## config.mk

```make
export PLATFORM = sky130hd
export DESIGN_NAME = iot_input_timing
export DESIGN_NICKNAME = d
export VERILOG_FILES = /design/src/verilog/iot_pkg.sv /design/src/verilog/iot_tap_line.sv /design/src/verilog/iot_input_timing.sv
export SDC_FILE = /design/constraint.sdc
export NUM_CORES = 1
export LEC_CHECK = 0
export BUFFER_PORTS_ARGS = -buffer_cell sky130_fd_sc_hd__buf_2
export CAP_MARGIN = 20
export CORE_MARGIN = 3
export CORE_UTILIZATION = 60
export CTS_BUF_LIST = sky130_fd_sc_hd__clkbuf_8 sky130_fd_sc_hd__clkbuf_16
export CTS_CLUSTER_DIAMETER = 60
export DETAILED_ROUTE_END_ITERATION = 8
export PLACE_DENSITY_LB_ADDON = 0.25
export REMOVE_ABC_BUFFERS = 1
export SYNTH_ARGS = -nofsm -noshare
export SYNTH_HDL_FRONTEND = slang
export SYNTH_SLANG_ARGS = --single-unit
```

## constraint.sdc

```tcl
create_clock -name CLK -period 10.8 [get_ports CLK]
set_input_delay 0.54 -clock CLK [delete_from_list [all_inputs] [get_ports CLK]]
set_output_delay 0.54 -clock CLK [all_outputs]
set_load 0.005 [all_outputs]
```

## src/verilog/iot_pkg.sv

```systemverilog
package iot_pkg;

  // register indices; byte address is four times the index
  localparam logic [5:0] IDX_CONFIG  = 6'h01;
  localparam logic [5:0] IDX_TIMING  = 6'h02;
  localparam logic [5:0] IDX_STATUS  = 6'h09;
  localparam int         ADDR_W      = 8;

  // configuration register fields
  localparam int CFG_INTERP_LSB = 6;
  localparam int CFG_SINGLE_BIT = 4;

  // timing register fields
  localparam int TIM_MARGIN_LSB = 7;
  localparam int TIM_AUTO_BIT   = 3;
  localparam int TIM_DLYEN_BIT  = 5;
  localparam int TIM_DELAY_LSB  = 0;

  // status register fields
  localparam int STA_ERROR_BIT  = 0;
  localparam int STA_TYPE_BIT   = 5;

  // delay code range
  localparam logic [4:0] DLY_MIN = 5'h00;
  localparam logic [4:0] DLY_MAX = 5'h1f;
  localparam int         TAPS    = 32;

  // history depth covers twice the widest margin plus the centre
  localparam int         HIST    = 32;

  // settle time before a check, long enough to refill the history
  localparam int CLK_PERIOD_PS = 4000;
  localparam int SETTLE_NS     = 128;
  localparam int SETTLE_CYC    = (SETTLE_NS * 1000 + CLK_PERIOD_PS - 1)
                                 / CLK_PERIOD_PS;
  localparam logic [5:0] SETTLE_LAST = 6'(SETTLE_CYC - 1);

  // AXI4-Lite responses
  localparam logic [1:0] RESP_OKAY   = 2'h0;
  localparam logic [1:0] RESP_SLVERR = 2'h2;

  // checker states, gray along idle, settle, wait
  typedef enum logic [1:0] {
    CHK_IDLE   = 2'h0,
    CHK_SETTLE = 2'h1,
    CHK_WAIT   = 2'h3
  } iot_chk_e;

  // timing register contents
  typedef struct packed {
    logic [3:0] margin;
    logic       auto_en;
    logic       dly_en;
    logic [4:0] dly;
  } iot_timing_s;

  // configuration register contents
  typedef struct packed {
    logic [1:0] interp;
    logic       single;
  } iot_config_s;

endpackage

```

## src/verilog/iot_tap_line.sv

```systemverilog
`timescale 1ns/100ps
// selectable delay line, one stage per step of the code
module iot_tap_line (
  input  wire logic       clk,
  input  wire logic       rst_n,
  input  wire logic       din,
  input  wire logic       enable,
  input  wire logic [4:0] code,
  output logic            dout
);

  logic [iot_pkg::TAPS-1:0] taps;

  // every stage adds the same step, so delay rises evenly with code
  always_ff @(posedge clk or negedge rst_n) begin
    if (!rst_n) begin
      taps <= '0;
      dout <= 1'b0;
    end else begin
      taps <= {taps[iot_pkg::TAPS-2:0], din};
      dout <= enable ? taps[code] : din; // RULE13 RULE14
    end
  end

endmodule // iot_tap_line

```

## src/verilog/iot_input_timing.sv

```systemverilog
// The implementer's own choices: the AXI4-Lite interface to the registers and the address map.
`timescale 1ns/100ps
// Behaviour
// (RULE1) output clock rate is sample clock over interpolation times port divisor
// (RULE2) port divisor is one half in single-port, one in dual-port mode; here single-port at interpolation one keeps a divisor of one
// (RULE3) output clock keeps fixed phase to the internal capture strobe
// (RULE4) capture strobe from a divider, or every cycle when rates match
// (RULE5) source clocked by reference must pulse sync to fix divider phase
// (RULE6) early and late shadow samples; mismatch with real sample is error
// (RULE7) four-bit margin field sets shadow sample spacing
// (RULE8) error flag rises when margin is short even if data is good
// (RULE9) error type bit: low means hold error, high means setup error
// (RULE10) automatic mode raises delay on setup error, lowers on hold error
// (RULE11) software reads back the delay code actually in use; here bit 3 of the code reads as one whenever auto_en is set
// (RULE12) manual mode never alters the software delay code
// (RULE13) delay line enable resets off; code acts only when enabled
// (RULE14) codes zero to 31 give evenly increasing clock delay
// (RULE15) checking runs in manual mode too and raises the flag
// (RULE16) one check per setting; margin or delay change restarts it
// (RULE17) source sends words at twice rate single-port, at rate dual-port
// (RULE18) automatic adjustment saturates at code limits, never wraps
module iot_input_timing (
  input  wire logic                       CLK,
  input  wire logic                       RST_N,
  input  wire logic [iot_pkg::ADDR_W-1:0] S_AXI_AWADDR,
  input  wire logic                       S_AXI_AWVALID,
  output logic                            S_AXI_AWREADY,
  input  wire logic [31:0]                S_AXI_WDATA,
  input  wire logic [3:0]                 S_AXI_WSTRB,
  input  wire logic                       S_AXI_WVALID,
  output logic                            S_AXI_WREADY,
  output logic [1:0]                      S_AXI_BRESP,
  output logic                            S_AXI_BVALID,
  input  wire logic                       S_AXI_BREADY,
  input  wire logic [iot_pkg::ADDR_W-1:0] S_AXI_ARADDR,
  input  wire logic                       S_AXI_ARVALID,
  output logic                            S_AXI_ARREADY,
  output logic [31:0]                     S_AXI_RDATA,
  output logic [1:0]                      S_AXI_RRESP,
  output logic                            S_AXI_RVALID,
  input  wire logic                       S_AXI_RREADY,
  input  wire logic [15:0]                DATA_IN,
  input  wire logic                       SYNC_IN,
  output logic                            INTERFACE_CLOCK_OUT,
  output logic                            INPUT_CAPTURE_CLOCK,
  output logic [15:0]                     CAPTURED_DATA,
  output logic                            TIMING_ERROR_IRQ
);

  // ---------------- register bus ----------------
  logic [iot_pkg::ADDR_W-1:0] aw_addr;
  logic                       aw_got;
  logic [31:0]                w_data;
  logic [3:0]                 w_strb;
  logic                       w_got;
  logic                       bvalid;
  logic [1:0]                 bresp;
  logic                       rvalid;
  logic [1:0]                 rresp;
  logic [31:0]                rdata;

  iot_pkg::iot_config_s cfg;
  iot_pkg::iot_timing_s tim;
  logic                 err_flag;
  logic                 err_type;

  wire        wr_commit  = aw_got && w_got && !bvalid;
  wire [5:0]  wr_idx     = aw_addr[7:2];
  wire        wr_config  = wr_commit && wr_idx == iot_pkg::IDX_CONFIG;
  wire        wr_timing  = wr_commit && wr_idx == iot_pkg::IDX_TIMING;
  wire        wr_status  = wr_commit && wr_idx == iot_pkg::IDX_STATUS;
  wire        wr_mapped  = wr_config || wr_timing || wr_status;
  wire [31:0] wr_mask    = {{8{w_strb[3]}}, {8{w_strb[2]}},
                            {8{w_strb[1]}}, {8{w_strb[0]}}};

  // read images; reserved bits read as zero
  wire [31:0] img_config = {24'h000000, cfg.interp, 1'b0, cfg.single,
                            4'h0};
  wire [31:0] img_timing = {21'h000000, tim.margin, 1'b0, tim.dly_en,
                            1'b0, tim.auto_en, tim.dly[2:0]} |
                           {27'h0000000, tim.dly}; // RULE11
  wire [31:0] img_status = {26'h0000000, err_type, 4'h0, err_flag};

  wire [31:0] new_config = (img_config & ~wr_mask) | (w_data & wr_mask);
  wire [31:0] new_timing = (img_timing & ~wr_mask) | (w_data & wr_mask);

  wire [5:0]  rd_idx     = S_AXI_ARADDR[7:2];
  wire        rd_cfg     = rd_idx == iot_pkg::IDX_CONFIG;
  wire        rd_tim     = rd_idx == iot_pkg::IDX_TIMING;
  wire        rd_sta     = rd_idx == iot_pkg::IDX_STATUS;
  wire [31:0] rd_mux     = rd_cfg ? img_config :
                           rd_tim ? img_timing :
                           rd_sta ? img_status : 32'h00000000;
  wire        rd_ok      = rd_cfg || rd_tim || rd_sta;

  assign S_AXI_AWREADY = !aw_got && !bvalid;
  assign S_AXI_WREADY  = !w_got && !bvalid;
  assign S_AXI_BVALID  = bvalid;
  assign S_AXI_BRESP   = bresp;
  assign S_AXI_ARREADY = !rvalid;
  assign S_AXI_RVALID  = rvalid;
  assign S_AXI_RRESP   = rresp;
  assign S_AXI_RDATA   = rdata;

  // address and data are taken in either order, answered together
  always_ff @(posedge CLK or negedge RST_N) begin
    if (!RST_N) begin
      aw_got  <= 1'b0;
      w_got   <= 1'b0;
      aw_addr <= '0;
      w_data  <= 32'h00000000;
      w_strb  <= 4'h0;
      bvalid  <= 1'b0;
      bresp   <= iot_pkg::RESP_OKAY;
    end else begin
      if (S_AXI_AWVALID && S_AXI_AWREADY) begin
        aw_got  <= 1'b1;
        aw_addr <= S_AXI_AWADDR;
      end
      if (S_AXI_WVALID && S_AXI_WREADY) begin
        w_got  <= 1'b1;
        w_data <= S_AXI_WDATA;
        w_strb <= S_AXI_WSTRB;
      end
      if (wr_commit) begin
        aw_got <= 1'b0;
        w_got  <= 1'b0;
        bvalid <= 1'b1;
        bresp  <= wr_mapped ? iot_pkg::RESP_OKAY : iot_pkg::RESP_SLVERR;
      end else if (bvalid && S_AXI_BREADY) begin
        bvalid <= 1'b0;
      end
    end
  end

  // read answers one cycle after the address is taken
  always_ff @(posedge CLK or negedge RST_N) begin
    if (!RST_N) begin
      rvalid <= 1'b0;
      rdata  <= 32'h00000000;
      rresp  <= iot_pkg::RESP_OKAY;
    end else if (S_AXI_ARVALID && S_AXI_ARREADY) begin
      rvalid <= 1'b1;
      rdata  <= rd_mux;
      rresp  <= rd_ok ? iot_pkg::RESP_OKAY : iot_pkg::RESP_SLVERR;
    end else if (rvalid && S_AXI_RREADY) begin
      rvalid <= 1'b0;
    end
  end

  // ---------------- pin synchronisers ----------------
  logic [15:0] data_meta;
  logic [15:0] data_sync;
  logic        sync_meta;
  logic        sync_s1;
  logic        sync_s2;

  always_ff @(posedge CLK or negedge RST_N) begin
    if (!RST_N) begin
      data_meta <= 16'h0000;
      data_sync <= 16'h0000;
      sync_meta <= 1'b0;
      sync_s1   <= 1'b0;
      sync_s2   <= 1'b0;
    end else begin
      data_meta <= DATA_IN;
      data_sync <= data_meta;
      sync_meta <= SYNC_IN;
      sync_s1   <= sync_meta;
      sync_s2   <= sync_s1;
    end
  end

  wire sync_rise = sync_s1 && !sync_s2;

  // ---------------- rate divider ----------------
  logic [3:0] cnt;
  logic       clk_lvl;

  wire [3:0] if_val   = 4'h1 << cfg.interp; // RULE1
  wire [3:0] if_half  = if_val >> 1;
  // single-port halves the divisor; at unity there is nothing to halve
  wire [3:0] div_n    = !cfg.single ? if_val :
                        (if_half == 4'h0) ? 4'h1 : if_half; // RULE2
  wire       div_on   = div_n != 4'h1;
  wire       cnt_wrap = cnt >= div_n - 4'h1;
  // sync forces the counter to a known phase of the strobe
  wire [3:0] next_cnt = (sync_rise || cnt_wrap) ? 4'h0 :
                        cnt + 4'h1; // RULE5
  wire       cap_pulse = !div_on || cnt == 4'h0; // RULE4

  // at unity the output toggles, so each edge marks one word
  wire next_clk_lvl = div_on ? (next_cnt < (div_n >> 1)) : !clk_lvl;

  always_ff @(posedge CLK or negedge RST_N) begin
    if (!RST_N) begin
      cnt     <= 4'h0;
      clk_lvl <= 1'b0;
    end else begin
      cnt     <= next_cnt;
      clk_lvl <= next_clk_lvl; // RULE3
    end
  end

  // output clock leaves through the delay line, strobe stays fixed
  iot_tap_line u_tap (
    .clk    (CLK),
    .rst_n  (RST_N),
    .din    (clk_lvl),
    .enable (tim.dly_en),
    .code   (tim.dly),
    .dout   (INTERFACE_CLOCK_OUT)
  );

  assign INPUT_CAPTURE_CLOCK = cap_pulse;

  // ---------------- margin sampling ----------------
  logic [15:0] hist [iot_pkg::HIST];

  // hist[0] is the latest word; older words sit at higher indices
  wire [15:0] real_word  = hist[{1'b0, tim.margin}];
  wire [15:0] early_word = hist[{tim.margin, 1'b0}]; // RULE7
  wire [15:0] late_word  = hist[0];
  wire        setup_miss = early_word != real_word; // RULE6
  wire        hold_miss  = late_word != real_word;

  always_ff @(posedge CLK) begin
    hist[0] <= data_sync;
    for (int i = 1; i < iot_pkg::HIST; i++) begin
      hist[i] <= hist[i-1];
    end
  end

  always_ff @(posedge CLK or negedge RST_N) begin
    if (!RST_N) begin
      CAPTURED_DATA <= 16'h0000;
    end else if (cap_pulse) begin
      CAPTURED_DATA <= real_word;
    end
  end

  // ---------------- single check per setting ----------------
  iot_pkg::iot_chk_e chk;
  iot_pkg::iot_chk_e next_chk;
  logic [5:0]        settle;

  wire err_pulse  = chk == iot_pkg::CHK_WAIT && cap_pulse &&
                    (setup_miss || hold_miss); // RULE15
  wire err_setup  = setup_miss;
  wire auto_step  = err_pulse && tim.auto_en;
  wire tim_change = wr_timing &&
                    (new_timing[iot_pkg::TIM_MARGIN_LSB +: 4] != tim.margin ||
                     new_timing[iot_pkg::TIM_DELAY_LSB +: 5] != tim.dly);
  wire rearm      = tim_change || (auto_step && !wr_timing); // RULE16
  wire chk_eval   = chk == iot_pkg::CHK_WAIT && cap_pulse && !rearm;

  always_comb begin
    next_chk = chk;
    case (chk)
      iot_pkg::CHK_IDLE:   next_chk = chk;
      iot_pkg::CHK_SETTLE: if (settle == iot_pkg::SETTLE_LAST) begin
        next_chk = iot_pkg::CHK_WAIT;
      end
      iot_pkg::CHK_WAIT:   if (chk_eval) begin
        next_chk = iot_pkg::CHK_IDLE;
      end
      default:             next_chk = iot_pkg::CHK_IDLE;
    endcase
    if (rearm) begin
      next_chk = iot_pkg::CHK_SETTLE;
    end
  end

  always_ff @(posedge CLK or negedge RST_N) begin
    if (!RST_N) begin
      chk    <= iot_pkg::CHK_SETTLE;
      settle <= 6'h00;
    end else begin
      chk    <= next_chk;
      // a rearm restarts the count so the history is fully refilled
      settle <= (next_chk == iot_pkg::CHK_SETTLE && chk == next_chk &&
                 !rearm) ? settle + 6'h01 : 6'h00; // RULE16
    end
  end

  // ---------------- configuration and status ----------------
  // a software write beats an automatic step in the same cycle
  wire [4:0] dly_up   = (tim.dly == iot_pkg::DLY_MAX) ? tim.dly :
                        tim.dly + 5'h01; // RULE18
  wire [4:0] dly_down = (tim.dly == iot_pkg::DLY_MIN) ? tim.dly :
                        tim.dly - 5'h01; // RULE18

  always_ff @(posedge CLK or negedge RST_N) begin
    if (!RST_N) begin
      cfg <= '0;
      tim <= '0; // RULE13
    end else begin
      if (wr_config) begin
        cfg.interp <= new_config[iot_pkg::CFG_INTERP_LSB +: 2];
        cfg.single <= new_config[iot_pkg::CFG_SINGLE_BIT];
      end
      if (wr_timing) begin
        tim.margin  <= new_timing[iot_pkg::TIM_MARGIN_LSB +: 4];
        tim.auto_en <= new_timing[iot_pkg::TIM_AUTO_BIT];
        tim.dly_en  <= new_timing[iot_pkg::TIM_DLYEN_BIT];
        tim.dly     <= new_timing[iot_pkg::TIM_DELAY_LSB +: 5];
      end else if (auto_step) begin
        tim.dly <= err_setup ? dly_up : dly_down; // RULE10 RULE12
      end
    end
  end

  // sticky error flag, write one to clear; a new error wins
  wire clr_err = wr_status && w_strb[0] && w_data[iot_pkg::STA_ERROR_BIT];

  always_ff @(posedge CLK or negedge RST_N) begin
    if (!RST_N) begin
      err_flag <= 1'b0;
      err_type <= 1'b0;
    end else begin
      err_flag <= err_pulse || (err_flag && !clr_err); // RULE8
      if (err_pulse) begin
        err_type <= err_setup; // RULE9
      end
    end
  end

  assign TIMING_ERROR_IRQ = err_flag;

  // ---------------- checks ----------------
  AST_NO_DIVIDE: assert property (@(posedge CLK) disable iff (!RST_N)
    (div_n == 4'h1) |-> cap_pulse) // RULE4
    else $error("strobe missing with divider off");
  AST_SPACING: assert property (@(posedge CLK) disable iff (!RST_N)
    (cap_pulse && div_on && !wr_config && !sync_rise) |=> !cap_pulse) // RULE1
    else $error("strobes closer than the divide ratio");
  AST_SINGLE_HALF: assert property (@(posedge CLK) disable iff (!RST_N)
    (cfg.single && cfg.interp == 2'h3) |-> div_n == 4'h4) // RULE2
    else $error("single-port divisor not halved");
  AST_ERR_SEEN: assert property (@(posedge CLK) disable iff (!RST_N)
    (chk == iot_pkg::CHK_WAIT && cap_pulse && (setup_miss || hold_miss))
    |=> TIMING_ERROR_IRQ) // RULE8
    else $error("mismatch did not raise the error flag");
  AST_TYPE: assert property (@(posedge CLK) disable iff (!RST_N)
    err_pulse |=> err_type == $past(setup_miss)) // RULE9
    else $error("error type bit wrong");
  AST_AUTO_UP: assert property (@(posedge CLK) disable iff (!RST_N)
    (auto_step && err_setup && tim.dly != iot_pkg::DLY_MAX && !wr_timing)
    |=> tim.dly == $past(tim.dly) + 5'h01) // RULE10
    else $error("automatic increment missing");
  AST_FLOOR: assert property (@(posedge CLK) disable iff (!RST_N)
    (auto_step && !err_setup && tim.dly == iot_pkg::DLY_MIN && !wr_timing)
    |=> tim.dly == iot_pkg::DLY_MIN) // RULE18
    else $error("delay code wrapped below zero");
  AST_MANUAL: assert property (@(posedge CLK) disable iff (!RST_N)
    (!tim.auto_en && !wr_timing) |=> tim.dly == $past(tim.dly)) // RULE12
    else $error("manual delay code changed by hardware");
  AST_REARM: assert property (@(posedge CLK) disable iff (!RST_N)
    tim_change |=> chk == iot_pkg::CHK_SETTLE && settle == 6'h00) // RULE16
    else $error("setting change did not restart the check");
  AST_SETTLE_END: assert property (@(posedge CLK) disable iff (!RST_N)
    (chk == iot_pkg::CHK_SETTLE && settle == iot_pkg::SETTLE_LAST &&
     !rearm) |=> chk == iot_pkg::CHK_WAIT) // RULE16
    else $error("check did not start after settling");

endmodule // iot_input_timing

```

==> qor.csv, run 1 <==
metric,value,unit
result_of_the_run,finished with violations,
failed_checks,hold timing,
clock_power_share,32.6,%
timing.max_cap.violations,0,
diodes_inserted,0,
ir_drop,224.2,uV
rsz0062_at_grt,false,
drt_pass1_iterations,5,
postPlaceCellArea,21910,um^2
die_area,37760,um^2
cts_hold_buffers,0,
synth_enable_flop_cells,0,
timing.fmax,169.1,MHz
tritoncts,yes,
synth_flop_cell,sky130_fd_sc_hd__dfxtp_1,
finalInstanceArea,24050,um^2
totalPowerFinal,0.006762,W
cts_resized,0,
initial_core_utilization,61.30,%
avgViaCountPerCell,5.645,
drt_iter0_drc,811,
core.rowCount,68,
grtUsageTotal,22.06,%
max-slew-margin-rel,27.55,%
timing.final.max_slew_violations,0,
antenna_violating_nets_post_route,0,
max_slew.worst_pin.slew,1.083,ns
post_synth_design_cell_area,21280,um^2
antenna_found_initial,0,
critPathCaptureType,register,
async_reset_ff_share,23.10,%
synth_cell_type_count,65,
finalHoldWorstSlack,-0.005126,ns
first_pass_grt_wire_length,66.87,mm
timing.critical_path.fanout_max,64,
drc,0,
timing.clock.skew,0.01695,ns
syn_inst,1453,
crit_path_top_delay_cell,sky130_fd_sc_hd__dfrtp_4,
cts.sinks,645,
drt-wirelength-per-cell,19.98,um
crit_path_max_incr_delay,1.08,ns
synth_seq_area_share,64.19,%
die_x,194.3,um
finalCriticalPeriod,5.915,ns
cellLeakagePower,9.704,nW
post_synth.cell_area_avg,14.65,um^2
htreeDepth,2,
worst_setup_path_start_kind,register,
insertion_delay,0.60,ns
clk_pin_slew,0.06,ns
gp_congestion,0.8275,
synth_top_cells_by_area,"sky130_fd_sc_hd__dfxtp_1 (47%), sky130_fd_sc_hd__dfrtp_1 (17%), sky130_fd_sc_hd__mux4_2 (14%)",
power.net_switching,0.001974,W
hp-class,primary input to asynchronous set/reset pin,
wl_final,40.98,mm
critPathKind,register to register,
path_cells,"buf_4, mux4_2, a22o_1, a221oi_2, xnor2_1, nor3b_2, o2111ai_1, or3_1, inv_1, ha_1, nor2b_1, o21ai_0, nor2b_1, inv_1, nand3_1, o2111ai_1, nor2b_1",
grt_pass1_vias,12170,
core,34710,um^2
clockBufferDepth,3,
pwr-share-comb,23.8,%
final.period_utilization,54.77,%
via_count,11580,
yosysWarningCount,0,
yosysTopAreaCellShare,46.66,%
grt_max_degree,85,
power_per_cell_area,281.2,nW/um^2
p_int,0.004788,W
synth_seq_cells,645,
synthDominantAreaCellType,sky130_fd_sc_hd__dfxtp_1,
dp_hpwl,25.99,mm
num_io_pins,136,
worst_ep_required_time,11.27,ns
cts_root_buf,sky130_fd_sc_hd__clkbuf_16,
critical_path_arrival,6.38,ns
power.share.sequential,43.6,%
drive_gt1_share,24.25,%
globalRouteOverflowTotal,0,
postCtsSetupBuffers,0,
final-setup-viol-count,0,
place.port_buffers,85,
cts_buffers,59,
power.switching_fraction,29.19,%
design.final.nets,1636,
crit_top_cell,sky130_fd_sc_hd__nor2b_1,
setup_tns,0,ns
areaGrowthSynthToFinish,13.01,%
die_h,194.3,um
finalHoldViolCount,1,
-- flip-flops by register name (all words and copies together), names as in the netlist, 2 cells and up, named ones only --
register	flops
hist	496
data_sync	16
aw_addr	6
CAPTURED_DATA	16
tim	10
data_meta	16
settle	6
w_strb	2
S_AXI_RDATA	11
w_data	11
chk	2
cnt	4
u_tap.taps	32
-- metal layers --
metal  global-route usage, %  part of all wire [%]  vias up
li1                        -                     -     5371
met1                   31.92                    46     5880
met2                   35.32                    48      263
met3                   3.692                   4.4       63
met4                   5.878                   1.9        0
met5                       0                     0        -
-- cell families (layout without fill, tap and decap cells) --
family	count (synthesis)	after routing	share of synthesized area [%]
AOI/OAI and AO/OA	138	138	4.404
other	2	24	0.03529
and+or+nand+nor	234	234	5.198
adders and majority gates	15	15	0.9172
buffers and inverters	108	229	2.975
xor gates and xnor gates	84	84	3.457
muxes	227	227	18.83
DFF	645	645	64.19
-- cell type report --
| class | instances | area (um^2) |
|---|---|---|
| sequential | 645 | 13670 |
| tap | 455 | 569.3 |
| clock buffer | 73 | 1692 |
| timing repair buffer | 97 | 521.8 |
| clock inverter | 39 | 446.7 |
| fill | 2362 | 10670 |
| inverter | 20 | 75.07 |
| multi-input combinational | 722 | 7074 |
-- worst paths after layout --
check | slack, ns | depth (start not counted) | start | end
worst max-delay path | 4.88 | 17 | tim[9] | tim[4]
worst min-delay path | -0.005 | 1 | RST_N | data_sync[0]
worst max register to register | 4.88 | 17 | tim[9] | tim[4]
worst min register to register | 0.32 | 0 | hist[23][12] | hist[24][12]
max in group asynchronous | 9.31 | 2 | RST_N | tim[7]
min in group CLK | 0.05 | 1 | DATA_IN[3] | data_meta[3]
-- synth_stat cells, types with 2 or more instances --
| master | instances |
|---|---|
| sky130_fd_sc_hd__nor3_1 | 20 |
| sky130_fd_sc_hd__a221oi_2 | 2 |
| sky130_fd_sc_hd__dfxtp_1 | 496 |
| sky130_fd_sc_hd__a31oi_1 | 8 |
| sky130_fd_sc_hd__buf_2 | 20 |
| sky130_fd_sc_hd__nand2_1 | 71 |
| sky130_fd_sc_hd__buf_6 | 9 |
| sky130_fd_sc_hd__a21oi_1 | 26 |
| sky130_fd_sc_hd__dfrtp_1 | 148 |
| sky130_fd_sc_hd__nor2b_1 | 16 |
| sky130_fd_sc_hd__conb_1 | 2 |
| sky130_fd_sc_hd__ha_1 | 14 |
| sky130_fd_sc_hd__o22ai_1 | 5 |
| sky130_fd_sc_hd__and2_1 | 3 |
| sky130_fd_sc_hd__o221ai_1 | 2 |
| sky130_fd_sc_hd__mux4_2 | 131 |
| sky130_fd_sc_hd__inv_1 | 20 |
| sky130_fd_sc_hd__nor4_1 | 8 |
| sky130_fd_sc_hd__clkbuf_1 | 19 |
| sky130_fd_sc_hd__mux2_2 | 39 |
| sky130_fd_sc_hd__and3_1 | 3 |
| sky130_fd_sc_hd__nand2b_1 | 11 |
| sky130_fd_sc_hd__buf_1 | 4 |
| sky130_fd_sc_hd__or2_2 | 2 |
| sky130_fd_sc_hd__a41oi_1 | 2 |
| sky130_fd_sc_hd__a221o_1 | 3 |
| sky130_fd_sc_hd__a22oi_1 | 24 |
| sky130_fd_sc_hd__xor2_1 | 47 |
| sky130_fd_sc_hd__o21ai_0 | 31 |
| sky130_fd_sc_hd__a22o_1 | 4 |
| sky130_fd_sc_hd__a21o_1 | 4 |
| sky130_fd_sc_hd__a221oi_1 | 5 |
| sky130_fd_sc_hd__nand4_1 | 7 |
| sky130_fd_sc_hd__mux4_1 | 2 |
| sky130_fd_sc_hd__o211ai_1 | 2 |
| sky130_fd_sc_hd__o2111ai_1 | 2 |
| sky130_fd_sc_hd__nor2_1 | 54 |
| sky130_fd_sc_hd__o21a_1 | 6 |
| sky130_fd_sc_hd__o31ai_1 | 2 |
| sky130_fd_sc_hd__mux2i_1 | 53 |
| sky130_fd_sc_hd__nand3_1 | 29 |
| sky130_fd_sc_hd__buf_4 | 36 |
| sky130_fd_sc_hd__or3_1 | 3 |
| sky130_fd_sc_hd__xnor2_1 | 37 |
-- power groups by stage --
| stage | Clock [W] | Sequential (W) | Combinational [W] |
|---|---|---|---|
| floorplan | 0 | 0.00299 | 0.00121 |
| global placement | 0 | 0.00298 | 0.00158 |
| detailed placement | 0 | 0.00299 | 0.00160 |
| CTS | 0.00225 | 0.00295 | 0.00162 |
| global route | 0.00234 | 0.00299 | 0.00176 |
| finish | 0.00221 | 0.00295 | 0.00161 |
-- layout by cell type, fill, tap and decap left out, types with 25 or more instances in the layout --
cell and count:
sky130_fd_sc_hd__clkbuf_16 61, sky130_fd_sc_hd__a21oi_1 25, sky130_fd_sc_hd__inv_1 27, sky130_fd_sc_hd__mux2i_1 53
sky130_fd_sc_hd__o21ai_0 31, sky130_fd_sc_hd__nand3_1 29, sky130_fd_sc_hd__mux2_2 39, sky130_fd_sc_hd__nand2_1 71
sky130_fd_sc_hd__xnor2_1 37, sky130_fd_sc_hd__nor2_1 54, sky130_fd_sc_hd__dfxtp_1 496, sky130_fd_sc_hd__dfrtp_1 144
sky130_fd_sc_hd__mux4_2 131, sky130_fd_sc_hd__xor2_1 47, sky130_fd_sc_hd__buf_2 84
-- worst max-delay path: cells and delay by family, from the launching register on --
kind / cells / cell delay [ns]
muxes: 1 / 0.63
AOI/OAI and AO/OA: 5 / 0.95
xor gates and xnor gates: 1 / 0.15
DFF: 1 / 1.08
and+or+nand+nor: 6 / 1.46
adders and majority gates: 1 / 0.28
buffers and inverters: 3 / 1.17
-- per-stage QoR --
step                hold WS (ns)  setup slack [ns]  utilization, %  cells
global placement          0.3100             5.105           63.12   1939
detailed placement        0.3121             4.937           63.12   1939
CTS                      0.02435             4.794           69.28   2051
global route             0.02101             4.430           69.28   2051
floorplan                 0.2444             2.623               -   1387
finish                 -0.005126             4.885           69.28   2051
Note: power is estimated with default switching activity, not from simulation.
==> inputs of run 2 (changes only) <==
--- a/config.mk
+++ b/config.mk
@@ -8,7 +8,7 @@
 export BUFFER_PORTS_ARGS = -buffer_cell sky130_fd_sc_hd__buf_2
 export CAP_MARGIN = 20
 export CORE_MARGIN = 3
-export CORE_UTILIZATION = 60
+export CORE_UTILIZATION = 59
 export CTS_BUF_LIST = sky130_fd_sc_hd__clkbuf_8 sky130_fd_sc_hd__clkbuf_16
 export CTS_CLUSTER_DIAMETER = 60
 export DETAILED_ROUTE_END_ITERATION = 8
==> constraint.sdc (replaced) <==
create_clock -name CLK -period 5.6 [get_ports CLK]
set_input_delay 0.28 -clock CLK [delete_from_list [all_inputs] [get_ports CLK]]
set_output_delay 0.28 -clock CLK [all_outputs]
set_load 0.005 [all_outputs]
==> run 2 against run 1 <==
  * The flow now finishes without violations
  * Highest routed layer unchanged
  * Clock power increased by 90%
  * Maximum frequency is 19% higher
  * Critical endpoint unchanged
  * Via count up 0.83%
  * Register-to-register slack got worse by 4.2 ns
  * Sequential share of layout area decreased by 1.1 points
==> qor.csv, run 2 (synthesis results as in run 1) <==
metric,value,unit,change
cellLeakagePower,9.927,nW,was 9.704 nW
dpl.cell_count,1951,,was 1939
globalRouteOverflowTotal,0,,unchanged
die_area,38380,um^2,was 37760 um^2
clk_pin_slew,0.06,ns,about the same
design.final.nets,1688,,was 1636
critPathCaptureType,register,,unchanged
cts.sinks,645,,unchanged
diodes_inserted,0,,unchanged
dp_hpwl,26.47,mm,was 25.99 mm
crit_path_top_delay_cell,sky130_fd_sc_hd__dfrtp_4,,unchanged
crit_top_cell,sky130_fd_sc_hd__nor2b_1,,unchanged
max-slew-margin-rel,22.95,%,was 27.55%
initial_core_utilization,60.71,%,was 61.30%
antenna_violating_nets_post_route,0,,unchanged
cts_resized,0,,unchanged
detailedPlace.worstSlack,0.6476,ns,was 4.937 ns
hold_path_origin,S_AXI_WVALID,,
critPathKind,register to register,,unchanged
wl_final,41.49,mm,was 40.98 mm
layout_commonest_cell,sky130_fd_sc_hd__dfxtp_1,,unchanged
final-setup-viol-count,0,,unchanged
timing.max_cap.violations,0,,unchanged
tritoncts,yes,,unchanged
critical_path_arrival,5.44,ns,was 6.38 ns
drt_iter0_drc,708,,was 811
drive_gt1_share,23.92,%,was 24.25%
avgViaCountPerCell,5.553,,was 5.645
postCtsSetupBuffers,0,,unchanged
gp_congestion,0.8436,,was 0.8275
place.port_buffers,85,,unchanged
core.rowCount,68,,unchanged
timing.critical_path.fanout_max,46,,was 64
combined_area_of_the_multi_input_logic_cells,7074,um^2,unchanged
insertion_delay,0.61,ns,was 0.60 ns
finalHoldViolCount,0,,was 1
grt_max_degree,92,,was 85
setup.worst_path.start,tim[7],,was tim[9]
die_x,195.9,um,was 194.3 um
timing.clock.skew,0.01072,ns,was 0.01695 ns
first_pass_grt_wire_length,67.35,mm,was 66.87 mm
largest_register,hist,,unchanged
hp-class,primary input to register,,was primary input to asynchronous set/reset pin
grt_pass1_vias,12380,,was 12170
timing.fmax,201.8,MHz,was 169.1 MHz
ir_drop,371.7,uV,was 224.2 uV
worst_hold_path_stage_count,3,,
crit_path_max_incr_delay,0.97,ns,was 1.08 ns
finalCriticalPeriod,4.955,ns,was 5.915 ns
worst_ep_required_time,6.08,ns,was 11.27 ns
path_cells,"buf_4, mux4_2, a22o_1, a221oi_1, xor2_1, nand3_1, or3_1, inv_1, ha_1, nor2b_1, o21ai_0, nor2b_1, inv_1, o311ai_1, nor2b_1",,"was buf_4, mux4_2, a22o_1, a221oi_2, xnor2_1, nor3b_2, o2111ai_1, or3_1, inv_1, ha_1, nor2b_1, o21ai_0, nor2b_1, inv_1, nand3_1, o2111ai_1, nor2b_1"
finalWorstSetupSlack,0.6450,ns,was 4.885 ns
max_ffs_per_register,496,,unchanged
fillCellCount,2319,,was 2362
final_cell_count_no_fill,2102,,was 2051
area.sequential,13670,um^2,unchanged
core,35050,um^2,was 34710 um^2
die_h,195.9,um,was 194.3 um
utilization,70.01,%,was 69.28%
cts_buffers,59,,unchanged
largest_registers,"hist (496), u_tap.taps (32)",,unchanged
final.period_utilization,88.48,%,was 54.77%
grtUsageTotal,22.02,%,was 22.06%
timing.final.max_slew_violations,0,,unchanged
areaGrowthSynthToFinish,15.32,%,was 13.01%
final_cell_mix,"sky130_fd_sc_hd__dfxtp_1 (496), sky130_fd_sc_hd__dfrtp_1 (144), sky130_fd_sc_hd__mux4_2 (131), sky130_fd_sc_hd__buf_2 (84), sky130_fd_sc_hd__nand2_1 (71)",,unchanged
drt-wirelength-per-cell,19.74,um,was 19.98 um
via_count,11670,,was 11580
setup_tns,0,ns,unchanged
max_slew.worst_pin.slew,1.151,ns,was 1.083 ns
drc,0,,unchanged
drt_pass1_iterations,5,,unchanged
antenna_found_initial,0,,unchanged
worst_setup_path_start_kind,register,,unchanged
power_per_cell_area,532.9,nW/um^2,was 281.2 nW/um^2
clockBufferDepth,3,,unchanged
result_of_the_run,"finished, final reports clean",,was finished with violations
num_io_pins,136,,unchanged
totalPowerFinal,0.01308,W,was 0.006762 W
r2r_cells,15,,was 17
cts_root_buf,sky130_fd_sc_hd__clkbuf_16,,unchanged
htreeDepth,2,,unchanged
rsz0062_at_grt,false,,unchanged
crit-reg2reg-launch,tim[7],,was tim[9]
[run 2: repair_timing]
| item | CTS | global route |
|---|---|---|
| endpoints found under the hold margin | 128 | 0 |
| hold buffers | 40 | 0 |
| endpoints found under the setup margin | 0 | 0 |
[run 2: stage by stage]
stage          hold WS (ns)  area, um^2
2_1_floorplan      -0.01559       20810
3_3_place_gp         0.3103       22050
5_1_grt             0.08335       24540
6_report            0.08039       24540
3_5_place_dp         0.3121       22070
4_1_cts             0.05151       24540
[run 2: power breakdown]
part	total [W]	internal, W	leakage [nW]	switching, W
logic	0.00319	0.00161	2.86	0.00158
clock network	0.00420	0.00249	1.07	0.00171
registers	0.00569	0.00514	6.00	0.000552
[run 2: routing by layer]
metal  global-route usage [%]  routed length (um)  up-vias
met4                    7.895                1291        0
li1                         -                   -     5466
met5                        0                   0        -
met1                    30.92               18950     5867
met3                    4.019                1739       96
met2                    34.92               19510      244
[run 2: worst paths after layout]
path	endpoint	slack, ns
max in group asynchronous	tim[9]	3.85
min in group asynchronous	aw_addr[7]	0.30
max	tim[4]	0.64
max reg2reg	tim[4]	0.64
min reg2reg	hist[24][9]	0.32
min	w_got	0.08
[run 2: critical path, delay by kind of cell, from the launching register on]
family,cells,cell delay (ns)
DFF,1,0.97
xor gates and xnor gates,1,0.18
muxes,1,0.53
adders and majority gates,1,0.27
buffers and inverters,3,0.67
and+or+nand+nor,5,1.13
AOI/OAI and AO/OA,4,1.00
[run 2: area by class of cell]
cell class              count  share of cell area (%)
multi-input cells         722                   28.83
clock inverters            42                   1.825
well taps                 455                   2.320
repair buffers            149                   4.395
inverters                  20                  0.3059
clock buffers              69                   6.623
flip-flops and latches    645                   55.70
